[config.mk]
export PLATFORM = sky130hd
export DESIGN_NAME = csr_top
export DESIGN_NICKNAME = d
export VERILOG_FILES = /design/src/core/csr_pkg.sv /design/src/core/csr_clk_div.sv /design/src/core/csr_osc_mon.sv /design/src/core/csr_top.sv
export VERILOG_INCLUDE_DIRS = /design/src /design/src/core
export SDC_FILE = /design/constraint.sdc
export NUM_CORES = 1
export LEC_CHECK = 0
export CORE_MARGIN = 4
export CORE_UTILIZATION = 50
export CTS_CLUSTER_SIZE = 12
export DETAILED_ROUTE_END_ITERATION = 6
export DONT_BUFFER_PORTS = 1
export PLACE_DENSITY = 0.71
export SLEW_MARGIN = 20
export SYNTH_ARGS = -nofsm -noshare
export SYNTH_HDL_FRONTEND = slang
export SYNTH_SLANG_ARGS = --single-unit
export TNS_END_PERCENT = 50
[constraint.sdc]
create_clock -name ref_clk -period 4.95 [get_ports ref_clk]
set_input_delay 0.99 -clock ref_clk [delete_from_list [all_inputs] [get_ports ref_clk]]
set_output_delay 0.99 -clock ref_clk [all_outputs]
set_load 0.1 [all_outputs]
[src/core/csr_cfg.svh]
// Register map, field positions, reset values and timing counts
`ifndef CSR_CFG_SVH
`define CSR_CFG_SVH

// Register indices, byte address is four times the index
`define CSR_OSCCTL_IDX      8'hdb
`define CSR_CLKCTL_IDX      8'hdc
`define CSR_OSCCTL_ADDR     {2'b00, `CSR_OSCCTL_IDX, 2'b00}
`define CSR_CLKCTL_ADDR     {2'b00, `CSR_CLKCTL_IDX, 2'b00}

// Field positions
`define CSR_MAIN_OSC_OFF_BIT      0
`define CSR_ADCSLOW_BIT     0
`define CSR_ST_MAIN_BIT     8
`define CSR_ST_AUX_BIT      9
`define CSR_ST_RST_BIT      10

// Reset values
`define CSR_MAIN_OSC_OFF_RST      1'b0
`define CSR_ADCSLOW_RST     1'b0

// AXI responses
`define CSR_RESP_OKAY       2'b00
`define CSR_RESP_SLVERR     2'b10

// Fixed divider ratios of the internal clock
`define CSR_DIV_TIMER       12
`define CSR_DIV_CORE        13
`define CSR_DIV_ADC_FAST    6
`define CSR_DIV_ADC_SLOW    12

// Internal clock cycles between external release and internal release
`define CSR_RST_DELAY       2048

// Reference clock 25 MHz
`define CSR_REF_MHZ         25
// Main edge absence that counts as a missing edge (longest, rounds down)
`define CSR_MISS_NS         1000
`define CSR_MISS_CYC        ((`CSR_MISS_NS * `CSR_REF_MHZ) / 1000)
// Shortest internal clock period under the safeguard (rounds up)
`define CSR_SG_MIN_NS       125
`define CSR_SG_MIN_CYC      ((`CSR_SG_MIN_NS * `CSR_REF_MHZ + 999) / 1000)

`endif

[src/core/csr_pkg.sv]
// Types shared by the clock and reset controller
package csr_pkg;
	typedef enum logic [1:0] {
		CSR_ILEN_2,
		CSR_ILEN_4,
		CSR_ILEN_5
	} csr_ilen_t;

	typedef enum logic [1:0] {
		CSR_SRC_MAIN,
		CSR_SRC_MISSING,
		CSR_SRC_AUX
	} csr_src_t;
endpackage : csr_pkg

[src/core/csr_clk_div.sv]
// Fixed-ratio divider of the internal clock tick
`timescale 1ns/100ps
module csr_clk_div #(
	parameter int RATIO = 12
) (
	// Clock and reset
	input  wire logic ref_clk,
	input  wire logic rst_n,
	// Tick in and divided pulse out
	input  wire logic run,
	input  wire logic tickIn,
	output logic      tickOut
);
	import csr_pkg::*;

	typedef struct packed {
		logic [3:0] cnt;
		logic       pulse;
	} csr_div_st_t;

	csr_div_st_t st;
	csr_div_st_t next_st;

	always_comb begin
		next_st = st;
		next_st.pulse = 1'b0;
		if (!run) begin
			next_st.cnt = 4'h0;
		end else if (tickIn) begin
			if (st.cnt == 4'(RATIO - 1)) begin
				next_st.cnt = 4'h0;
				next_st.pulse = 1'b1;
			end else begin
				next_st.cnt = st.cnt + 4'h1;
			end
		end
	end

	always_ff @(posedge ref_clk) begin
		if (!rst_n) begin
			st <= '0;
		end else begin
			st <= next_st;
		end
	end

	assign tickOut = st.pulse;

	a_div_ratio: assert property (@(posedge ref_clk) disable iff (!rst_n)
		st.pulse |-> $past(tickIn) && $past(st.cnt) == 4'(RATIO - 1))
		else $error("divider pulse without full count");
endmodule : csr_clk_div

[src/core/csr_osc_mon.sv]
// Clock source selection, missing-edge fallback and safeguard filter
`timescale 1ns/100ps
`include "csr_cfg.svh"
module csr_osc_mon (
	// Clock and reset
	input  wire logic ref_clk,
	input  wire logic rst_n,
	// Oscillator levels and controls
	input  wire logic mainOscIn,
	input  wire logic auxOscIn,
	input  wire logic mainOscOn,
	input  wire logic sgEnable,
	// Internal clock tick and source state
	output logic      intTick,
	output logic      mainRunning,
	output logic      auxEnable
);
	import csr_pkg::*;

	typedef struct packed {
		logic       mainPrev;
		logic       auxPrev;
		csr_src_t   src;
		logic [7:0] missCnt;
		logic [7:0] gapCnt;
		logic       tick;
		logic       auxOn;
	} csr_mon_st_t;

	csr_mon_st_t st;
	csr_mon_st_t next_st;
	logic        mainEdge;
	logic        auxEdge;
	logic        rawTick;

	assign mainEdge = mainOscIn && !st.mainPrev && mainOscOn;
	assign auxEdge  = auxOscIn && !st.auxPrev && st.auxOn;

	always_comb begin
		next_st = st;
		next_st.mainPrev = mainOscIn;
		next_st.auxPrev = auxOscIn;
		next_st.tick = 1'b0;
		rawTick = 1'b0;
		if (mainEdge || st.missCnt == 8'(`CSR_MISS_CYC)) begin
			next_st.missCnt = mainEdge ? 8'h0 : st.missCnt;
		end else begin
			next_st.missCnt = st.missCnt + 8'h1;
		end
		case (st.src)
			CSR_SRC_MAIN: begin
				rawTick = mainEdge;
				// Fallback exists only with the safeguard option
				if (sgEnable && !mainEdge
					&& st.missCnt == 8'(`CSR_MISS_CYC)) begin
					next_st.src = CSR_SRC_MISSING;
					next_st.auxOn = 1'b1;
				end
			end
			CSR_SRC_MISSING: begin
				// First aux period is swallowed, no short pulse reaches core
				if (mainEdge) begin
					next_st.src = CSR_SRC_MAIN;
					next_st.auxOn = 1'b0;
				end else if (auxEdge) begin
					next_st.src = CSR_SRC_AUX;
				end
			end
			CSR_SRC_AUX: begin
				rawTick = auxEdge;
				if (mainEdge) begin
					next_st.src = CSR_SRC_MAIN;
					next_st.auxOn = 1'b0;
				end
			end
			default: begin
				next_st.src = CSR_SRC_MAIN;
			end
		endcase
		if (st.gapCnt != 8'hff) begin
			next_st.gapCnt = st.gapCnt + 8'h1;
		end
		// Ticks closer than the safeguard period are dropped as spikes
		if (rawTick && (!sgEnable
			|| st.gapCnt >= 8'(`CSR_SG_MIN_CYC - 1))) begin
			next_st.tick = 1'b1;
			next_st.gapCnt = 8'h0;
		end
		if (!sgEnable) begin
			next_st.auxOn = 1'b0;
			next_st.src = CSR_SRC_MAIN;
		end
	end

	always_ff @(posedge ref_clk) begin
		if (!rst_n) begin
			st <= '{default: '0, src: CSR_SRC_MAIN};
		end else begin
			st <= next_st;
		end
	end

	assign intTick     = st.tick;
	assign mainRunning = (st.src == CSR_SRC_MAIN);
	assign auxEnable   = st.auxOn;

	a_sg_gap_min: assert property (@(posedge ref_clk) disable iff (!rst_n)
		sgEnable && st.tick |=> !st.tick ##1 !st.tick)
		else $error("safeguard passed two ticks too close");
	a_aux_off_main: assert property (@(posedge ref_clk) disable iff (!rst_n)
		st.src == CSR_SRC_AUX && mainEdge |=> !st.auxOn)
		else $error("aux oscillator left on after main restart");
	a_aux_no_sg: assert property (@(posedge ref_clk) disable iff (!rst_n)
		!sgEnable |=> !st.auxOn)
		else $error("aux oscillator on without safeguard option");
endmodule : csr_osc_mon

[src/core/csr_top.sv]
// Clock and reset controller with AXI4-Lite register access
//
// Contract
// - Timer/watchdog tick /12, core tick /13
// - Converter tick is internal clock /6 or /12
// - Instructions last two, four or five machine cycles
// - Safeguard plus off bit stops main, starts aux
// - Main restarts on clearing off bit or reset
// - Aux starts one period after missing main edge
// - Aux switches off once main runs again
// - Aux clock runs all code, only slower
// - Power-on delay counts aux ticks until main runs (code counts intTick of the active source, main ticks while main runs)
// - Control bit 0 low runs main, high stops
// - Safeguard option drops spikes, caps internal rate
// - Reset from pin, power-on or watchdog
// - Pin reset in any mode, held while low
// - Short pin pulses still give full reset
// - Run/wait reset: stop, pull up, restart main
// - Stop reset: start oscillator, pull up pins
// - Power-on: held, pulled up, delay then run
// - Internal release 2048 internal ticks after release
// - Watchdog reset restarts like pin reset
// - Safeguard on when option bit high
//
// Implementation choice: register access over AXI4-Lite.
`timescale 1ns/100ps
`include "csr_cfg.svh"
module csr_top (
	// Clock and reset
	input  wire logic              ref_clk,
	input  wire logic              rst_n,
	// Oscillators and option
	input  wire logic              mainOscIn,
	input  wire logic              auxOscIn,
	input  wire logic              safeguardOptionBit,
	output logic                   mainOscEnable,
	output logic                   auxOscEnable,
	// Reset sources and results
	input  wire logic              extRst_n,
	input  wire logic              porReq,
	input  wire logic              wdgRstReq,
	output logic                   intReset,
	output logic                   ioPullup,
	// Derived ticks
	input  wire csr_pkg::csr_ilen_t instrLen,
	output logic                   timerTick,
	output logic                   coreTick,
	output logic                   adcTick,
	output logic                   instrEnd,
	// AXI4-Lite slave
	input  wire logic [11:0]       s_axi_awaddr,
	input  wire logic              s_axi_awvalid,
	output logic                   s_axi_awready,
	input  wire logic [31:0]       s_axi_wdata,
	input  wire logic [3:0]        s_axi_wstrb,
	input  wire logic              s_axi_wvalid,
	output logic                   s_axi_wready,
	output logic [1:0]             s_axi_bresp,
	output logic                   s_axi_bvalid,
	input  wire logic              s_axi_bready,
	input  wire logic [11:0]       s_axi_araddr,
	input  wire logic              s_axi_arvalid,
	output logic                   s_axi_arready,
	output logic [31:0]            s_axi_rdata,
	output logic [1:0]             s_axi_rresp,
	output logic                   s_axi_rvalid,
	input  wire logic              s_axi_rready
);
	import csr_pkg::*;

	typedef struct packed {
		logic        awHeld;
		logic [11:0] awAddr;
		logic        wHeld;
		logic [31:0] wData;
		logic [3:0]  wStrb;
		logic        awready;
		logic        wready;
		logic        bvalid;
		logic [1:0]  bresp;
		logic        arready;
		logic        rvalid;
		logic [31:0] rdata;
		logic [1:0]  rresp;
		logic        main_osc_off;
		logic        adcSlow;
		logic        intReset;
		logic [10:0] rstCnt;
		logic        mainOscEnable;
		logic        ioPullup;
		logic [2:0]  mcCnt;
		logic [2:0]  mcTarget;
		logic        instrEnd;
	} csr_top_st_t;

	csr_top_st_t st;
	csr_top_st_t next_st;
	logic        intTick;
	logic        mainRunning;
	logic        auxEnable;
	logic        rstSource;
	logic        adcFast;
	logic        adcSlowTick;
	logic        awTake;
	logic        wTake;
	logic        arTake;
	logic        doWrite;
	logic        timerPulse;
	logic        corePulse;

	function automatic logic [2:0] csr_len(input csr_ilen_t len);
		case (len)
			CSR_ILEN_2: csr_len = 3'd2;
			CSR_ILEN_4: csr_len = 3'd4;
			CSR_ILEN_5: csr_len = 3'd5;
			default:    csr_len = 3'd2;
		endcase
	endfunction : csr_len

	csr_osc_mon u_osc_mon (
		.ref_clk     (ref_clk),
		.rst_n       (rst_n),
		.mainOscIn   (mainOscIn),
		.auxOscIn    (auxOscIn),
		.mainOscOn   (st.mainOscEnable),
		.sgEnable    (safeguardOptionBit),
		.intTick     (intTick),
		.mainRunning (mainRunning),
		.auxEnable   (auxEnable)
	);

	// Dividers stay idle during internal reset so they start aligned
	csr_clk_div #(.RATIO(`CSR_DIV_TIMER)) u_div_timer (
		.ref_clk (ref_clk),
		.rst_n   (rst_n),
		.run     (!st.intReset),
		.tickIn  (intTick),
		.tickOut (timerPulse)
	);

	csr_clk_div #(.RATIO(`CSR_DIV_CORE)) u_div_core (
		.ref_clk (ref_clk),
		.rst_n   (rst_n),
		.run     (!st.intReset),
		.tickIn  (intTick),
		.tickOut (corePulse)
	);

	csr_clk_div #(.RATIO(`CSR_DIV_ADC_FAST)) u_div_adc_fast (
		.ref_clk (ref_clk),
		.rst_n   (rst_n),
		.run     (!st.intReset && !st.adcSlow),
		.tickIn  (intTick),
		.tickOut (adcFast)
	);

	csr_clk_div #(.RATIO(`CSR_DIV_ADC_SLOW)) u_div_adc_slow (
		.ref_clk (ref_clk),
		.rst_n   (rst_n),
		.run     (!st.intReset && st.adcSlow),
		.tickIn  (intTick),
		.tickOut (adcSlowTick)
	);

	// Watchdog request takes the same path as the pin
	assign rstSource = !extRst_n || porReq || wdgRstReq;

	assign awTake  = s_axi_awvalid && st.awready;
	assign wTake   = s_axi_wvalid && st.wready;
	assign arTake  = s_axi_arvalid && st.arready;
	assign doWrite = (st.awHeld || awTake) && (st.wHeld || wTake)
		&& !st.bvalid;

	always_comb begin
		next_st = st;
		next_st.instrEnd = 1'b0;

		// Write address and data accepted in either order
		if (awTake) begin
			next_st.awHeld = 1'b1;
			next_st.awAddr = s_axi_awaddr;
		end
		if (wTake) begin
			next_st.wHeld = 1'b1;
			next_st.wData = s_axi_wdata;
			next_st.wStrb = s_axi_wstrb;
		end
		if (doWrite) begin
			next_st.awHeld = 1'b0;
			next_st.wHeld = 1'b0;
			next_st.bvalid = 1'b1;
			next_st.bresp = `CSR_RESP_OKAY;
			case (awTake ? s_axi_awaddr : st.awAddr)
				`CSR_OSCCTL_ADDR: begin
					// Only bit 0 is stored, upper bits read back zero
					if (wTake ? s_axi_wstrb[0] : st.wStrb[0]) begin
						next_st.main_osc_off = wTake
							? s_axi_wdata[`CSR_MAIN_OSC_OFF_BIT]
							: st.wData[`CSR_MAIN_OSC_OFF_BIT];
					end
				end
				`CSR_CLKCTL_ADDR: begin
					if (wTake ? s_axi_wstrb[0] : st.wStrb[0]) begin
						next_st.adcSlow = wTake
							? s_axi_wdata[`CSR_ADCSLOW_BIT]
							: st.wData[`CSR_ADCSLOW_BIT];
					end
				end
				default: begin
					next_st.bresp = `CSR_RESP_SLVERR;
				end
			endcase
		end else if (st.bvalid && s_axi_bready) begin
			next_st.bvalid = 1'b0;
		end

		if (arTake) begin
			next_st.rvalid = 1'b1;
			next_st.rresp = `CSR_RESP_OKAY;
			next_st.rdata = 32'h0;
			case (s_axi_araddr)
				`CSR_OSCCTL_ADDR: begin
					next_st.rdata[`CSR_MAIN_OSC_OFF_BIT] = st.main_osc_off;
				end
				`CSR_CLKCTL_ADDR: begin
					next_st.rdata[`CSR_ADCSLOW_BIT] = st.adcSlow;
					next_st.rdata[`CSR_ST_MAIN_BIT] = mainRunning;
					next_st.rdata[`CSR_ST_AUX_BIT] = auxEnable;
					next_st.rdata[`CSR_ST_RST_BIT] = st.intReset;
				end
				default: begin
					next_st.rresp = `CSR_RESP_SLVERR;
				end
			endcase
		end else if (st.rvalid && s_axi_rready) begin
			next_st.rvalid = 1'b0;
		end

		// Reset sequencing, counted in internal clock ticks
		if (rstSource) begin
			next_st.intReset = 1'b1;
			next_st.rstCnt = 11'h0;
		end else if (st.intReset && intTick) begin
			// A short pulse still gets the full count
			if (st.rstCnt == 11'(`CSR_RST_DELAY - 1)) begin
				next_st.intReset = 1'b0;
			end else begin
				next_st.rstCnt = st.rstCnt + 11'h1;
			end
		end
		if (next_st.intReset) begin
			next_st.main_osc_off = `CSR_MAIN_OSC_OFF_RST;
			next_st.adcSlow = `CSR_ADCSLOW_RST;
		end
		next_st.ioPullup = next_st.intReset;
		// Off bit acts only with the safeguard, so a clock always exists
		next_st.mainOscEnable = !(next_st.main_osc_off
			&& safeguardOptionBit);

		// Machine cycles per instruction, none while in reset
		if (next_st.intReset) begin
			next_st.mcCnt = 3'h0;
			next_st.mcTarget = 3'h0;
		end else if (corePulse) begin
			if (st.mcCnt == 3'h0) begin
				next_st.mcTarget = csr_len(instrLen);
			end
			if (st.mcCnt + 3'h1 == (st.mcCnt == 3'h0
				? csr_len(instrLen) : st.mcTarget)) begin
				next_st.mcCnt = 3'h0;
				next_st.instrEnd = 1'b1;
			end else begin
				next_st.mcCnt = st.mcCnt + 3'h1;
			end
		end

		next_st.awready = !next_st.awHeld && !next_st.bvalid;
		next_st.wready = !next_st.wHeld && !next_st.bvalid;
		next_st.arready = !next_st.rvalid;
	end

	always_ff @(posedge ref_clk) begin
		if (!rst_n) begin
			st <= '{default: '0, intReset: 1'b1, ioPullup: 1'b1,
				mainOscEnable: 1'b1};
			timerTick <= 1'b0;
			coreTick <= 1'b0;
			adcTick <= 1'b0;
			auxOscEnable <= 1'b0;
		end else begin
			st <= next_st;
			timerTick <= timerPulse;
			coreTick <= corePulse;
			adcTick <= adcFast || adcSlowTick;
			auxOscEnable <= auxEnable;
		end
	end

	assign mainOscEnable = st.mainOscEnable;
	assign intReset      = st.intReset;
	assign ioPullup      = st.ioPullup;
	assign instrEnd      = st.instrEnd;
	assign s_axi_awready = st.awready;
	assign s_axi_wready  = st.wready;
	assign s_axi_bvalid  = st.bvalid;
	assign s_axi_bresp   = st.bresp;
	assign s_axi_arready = st.arready;
	assign s_axi_rvalid  = st.rvalid;
	assign s_axi_rdata   = st.rdata;
	assign s_axi_rresp   = st.rresp;

	a_rst_assert_now: assert property (@(posedge ref_clk) disable iff (!rst_n)
		rstSource |=> st.intReset && st.rstCnt == 11'h0)
		else $error("reset source did not assert internal reset");
	a_rst_release_cnt: assert property (@(posedge ref_clk)
		disable iff (!rst_n)
		$fell(st.intReset) |-> $past(st.rstCnt) == 11'h7ff
			&& $past(intTick))
		else $error("internal reset released before full count");
	a_rst_hold_pin: assert property (@(posedge ref_clk) disable iff (!rst_n)
		!extRst_n ##1 !extRst_n |-> st.intReset)
		else $error("internal reset dropped while pin low");
	a_osc_restart: assert property (@(posedge ref_clk) disable iff (!rst_n)
		st.intReset |-> st.mainOscEnable && !st.main_osc_off)
		else $error("main oscillator not restarted by reset");
	a_osc_off_sg: assert property (@(posedge ref_clk) disable iff (!rst_n)
		!st.mainOscEnable |-> st.main_osc_off && safeguardOptionBit)
		else $error("main oscillator stopped without cause");
	a_pullup_reset: assert property (@(posedge ref_clk) disable iff (!rst_n)
		st.ioPullup == st.intReset)
		else $error("pull-up state differs from internal reset");
	a_instr_len: assert property (@(posedge ref_clk) disable iff (!rst_n)
		st.instrEnd |-> $past(st.mcCnt) + 3'h1 == st.mcTarget
			|| $past(st.mcCnt) == 3'h0)
		else $error("instruction ended at wrong machine cycle");
	a_axi_bresp: assert property (@(posedge ref_clk) disable iff (!rst_n)
		st.bvalid && !s_axi_bready |=> st.bvalid
			&& $stable(st.bresp))
		else $error("write response dropped before taken");
	a_oscctl_wr: assert property (@(posedge ref_clk) disable iff (!rst_n)
		doWrite && !rstSource && !st.intReset
			&& (awTake ? s_axi_awaddr : st.awAddr) == `CSR_OSCCTL_ADDR
			&& (wTake ? s_axi_wstrb[0] : st.wStrb[0])
		|=> st.main_osc_off == $past(wTake ? s_axi_wdata[0] : st.wData[0]))
		else $error("oscillator control write not stored");
endmodule : csr_top

==> metrics.md <==
| Metric | Value |
|---|---|
| Clock root buffer | clkbuf_8 |
| Clk Latency, worst-skew pair | ~0.36 ns |
| Nets | roughly 600 |
| Skew final | 0.0147 ns |
| CP Launch Type | flop |
| Register area share after synthesis | 0.427 |
| Async SR Flop Fraction | 0 |
| Setup slack, reg-to-reg | around 2.1 ns |
| Global placement routability congestion | 0.822 |
| DRT Pass-1 Iters | 4 |
| Ant diodes | 0 |
| Count of pins over their slew limit | 0 |
| Final hold viol count | 0 |
| Relative slew slack | 0.293 |
| Worst path required time | 5.18 ns |
| Die height | 102 um |
| Starting Density | 0.513 |
| Die Area | around 0.010 mm2 |
| Pwr dens | roughly 320 mW/mm2 |
| Area Growth Syn to Fin | 2.08% |
| Clk sinks | 95 |
| Min Clock Period, post-route | about 2.8 ns |
| Share of the synthesized area in the top cell type | 0.427 |
| Max_cap viols | 0 |
| Buf+Inv Stages, Crit Path | 0 |
| DR iter-0 viols | around 150 |
| Fmax | between 300 and 400 MHz |
| CTS tree | yes |
| Hold path start | u_div_timer.tickOut |
| EDFF count, synth | 0 |
| GRT Overall Usage | 0.161 |
| DPL Wire Length | 6.05 mm |
| Number of synthesized register bits | 95 |
| Part of the cycle the worst path needs | 0.571 |
| Endpoint, Worst Hold | timerTick |
| Critical-path top delay cell | dfxtp_1 |
| Synth Cell Area | roughly 0.0044 mm2 |
| DRT Wirelength | approximately 8 mm |
| Unrepaired setup endpoints after global routing | no |
| Max clock buf depth | 2 |
| RR Endpoint | mainOscEnable |
| Area contributors post-synth | dfxtp_1 (43%), buf_4 (6.2%), a21oi_1 (4.8%), nor2_1 (4.7%), nand2_1 (4.6%) |
| Kind of critical path | flop to flop |
| Post-route ant nets | 0 |
| Worst Tran Pin Value | approximately 1.1 ns |
| Leak | 1.61 nW |
| Via count | about 3400 |
| Clock transition at path regs | 0.09 ns |
| Fillers | 799 |
| TNS Setup | 0 ns |
| Synthesis Warnings | 0 |
| Worst Path Max Fanout | 19 |
| Global-route wire length before repair | 13.6 mm |
| DRC viols | 0 |
| CP top delay family | flip-flops |
| CTS Hold Buffers Added | 0 |
| Fin Hold WS | between 0.4 and 0.5 ns |
| Die width | 102 um |
| Syn Inst Count | between 500 and 600 |
| WHS Path Cells | 1 |
| Top_reg_cell synth | dfxtp_1 |
| Vias per cell | 5.43 |
| CTS Buf Count | 9 |
| CP cell instances | and2_4 -> mux2_4 -> a2111oi_4 -> mux2i_1 -> or4b_1 |
| Pin count of the biggest net entering global routing | 27 |
| Post-CTS Resized | 0 |
| Final setup vio count | 0 |
| Max incr delay on CP | 0.98 ns |
| CP arrival | 3.06 ns |
| Worst setup EP type | flop |
| Status | finished, final reports clean |
| Fraction of layout instances using a drive strength above 1 | 0.0445 |
| # rows | 34 |
| WL/cell | 13.2 um |
| Leading area contributor after synthesis | dfxtp_1 |
| R2R cell count | 5 |
| HP Class | flop to flop |
| Synth cell types | 57 |
| Reg2reg start | s_axi_awready |
| Vias in the first global route | around 3100 |
| H-tree lvl count | 3 |
| Syn Area/Cell | 8.54 um2 |
| Worst vdd ir | around 160 uV |
| GRT Residual Overflow | 0 |
| Postcts setup bufs | 0 |
| Port bufs | 0 |
| # IOs | 124 |
| CORE AREA | 0.00868 mm2 |
| Antenna violations before repair | 0 |
==> cell type report <==
class                           instances  area (um2)  area share
Multi-Input combinational cell        383        2240       0.493
Tap cell                              108         135      0.0298
Clock buffer                           10         128      0.0281
Sequential cell                        95        1900       0.419
Inverter                               22        82.6      0.0182
Timing Repair Buffer                    1        7.51     0.00165
Clock inverter                          6        46.3      0.0102
==> state kept, by name, indices dropped and copies added, names as in the netlist, 4 cells and up <==
| register | count |
|---|---|
| s_axi_rdata | 4 |
| st | 35 |
| u_div_adc_fast.st | 4 |
| u_div_adc_slow.st | 4 |
| u_div_core.st | 4 |
| u_div_timer.st | 4 |
| u_osc_mon.st | 20 |
==> synthesized netlist by cell type (7+ instances only) <==
master and count:
nor3b_1 7, clkbuf_1 11, ha_1 14, nor3_1 24, buf_4 37, inv_1 20
nor2_1 56, a21oi_1 43, nand3_1 18, xnor2_1 12, nand2_1 55, o21ai_0 10
mux2i_1 11, xor2_1 10, a31oi_1 7, nand4_1 13, dfxtp_1 95
==> cells in the final DEF, fill, tap and decap left out, drive strengths merged, types with 10 or more instances in the layout <==
cell type	instances
dfxtp	95
nor2	56
nand2	55
a21oi	43
conb	30
nor3	24
inv	22
nand3	18
ha	14
nand4	13
xnor2	12
mux2i	11
o21ai	11
xor2	10
clkbuf	10
==> routing by layer <==
layer	wire, um	part of all wire	track usage	vias up
met5	0	0	0	-
met4	83	0.010	0.0646	0
met3	689	0.084	0.0382	6
met2	3880	0.47	0.275	93
met1	3580	0.43	0.194	1568
li1	-	-	-	1727
==> metrics by stage <==
step                      cell area, um2  worst slack (ns)   util  instances  power (mW)
after floorplan                     4560              2.27      -        550        1.02
after global placement              4370              2.13  0.503        609        1.01
after detailed placement            4370              2.12  0.503        609        1.01
after CTS                           4540              2.10  0.523        625        1.46
after global routing                4540              2.00  0.523        625        1.51
final                               4540              2.12  0.523        625        1.45
==> worst max-delay path by stage <==
| stage | startpoint | endpoint | slack, ns | cells after the start |
|---|---|---|---|---|
| 6_report | s_axi_awready | mainOscEnable | 2.12 | 5 |
| 4_1_cts | s_axi_awready | mainOscEnable | 2.10 | 5 |
| 5_1_grt | s_axi_awready | mainOscEnable | 2.00 | 5 |
| 3_3_place_gp | s_axi_awready | mainOscEnable | 2.13 | 5 |
| 3_5_place_dp | s_axi_awready | mainOscEnable | 2.12 | 5 |
| 2_1_floorplan | s_axi_awready | mainOscEnable | 2.27 | 6 |
==> power by group <==
part / internal [mW] / switching [mW] / total (mW) / leakage, nW
sequential: 0.780 / 0.0486 / 0.828 / 0.769
clock: 0.185 / 0.268 / 0.453 / 0.0829
combinational: 0.0265 / 0.137 / 0.164 / 0.754
total: 0.992 / 0.454 / 1.45 / 1.61
==> kinds of logic (layout without fill, tap and decap cells) <==
logic type / Yosys count / in the layout / share of synthesized area
multiplexers: 12 / 12 / 0.0281
AND/OR/NAND/NOR: 219 / 219 / 0.246
XOR/XNOR: 22 / 22 / 0.0433
AO/OA/AOI/OAI: 86 / 86 / 0.121
other: 1 / 30 / 0.000843
flip-flops: 95 / 95 / 0.427
buffers and inverters: 72 / 39 / 0.0936
adder cells (fa/ha/maj): 14 / 14 / 0.0394
(Power assumes the default switching activity.)
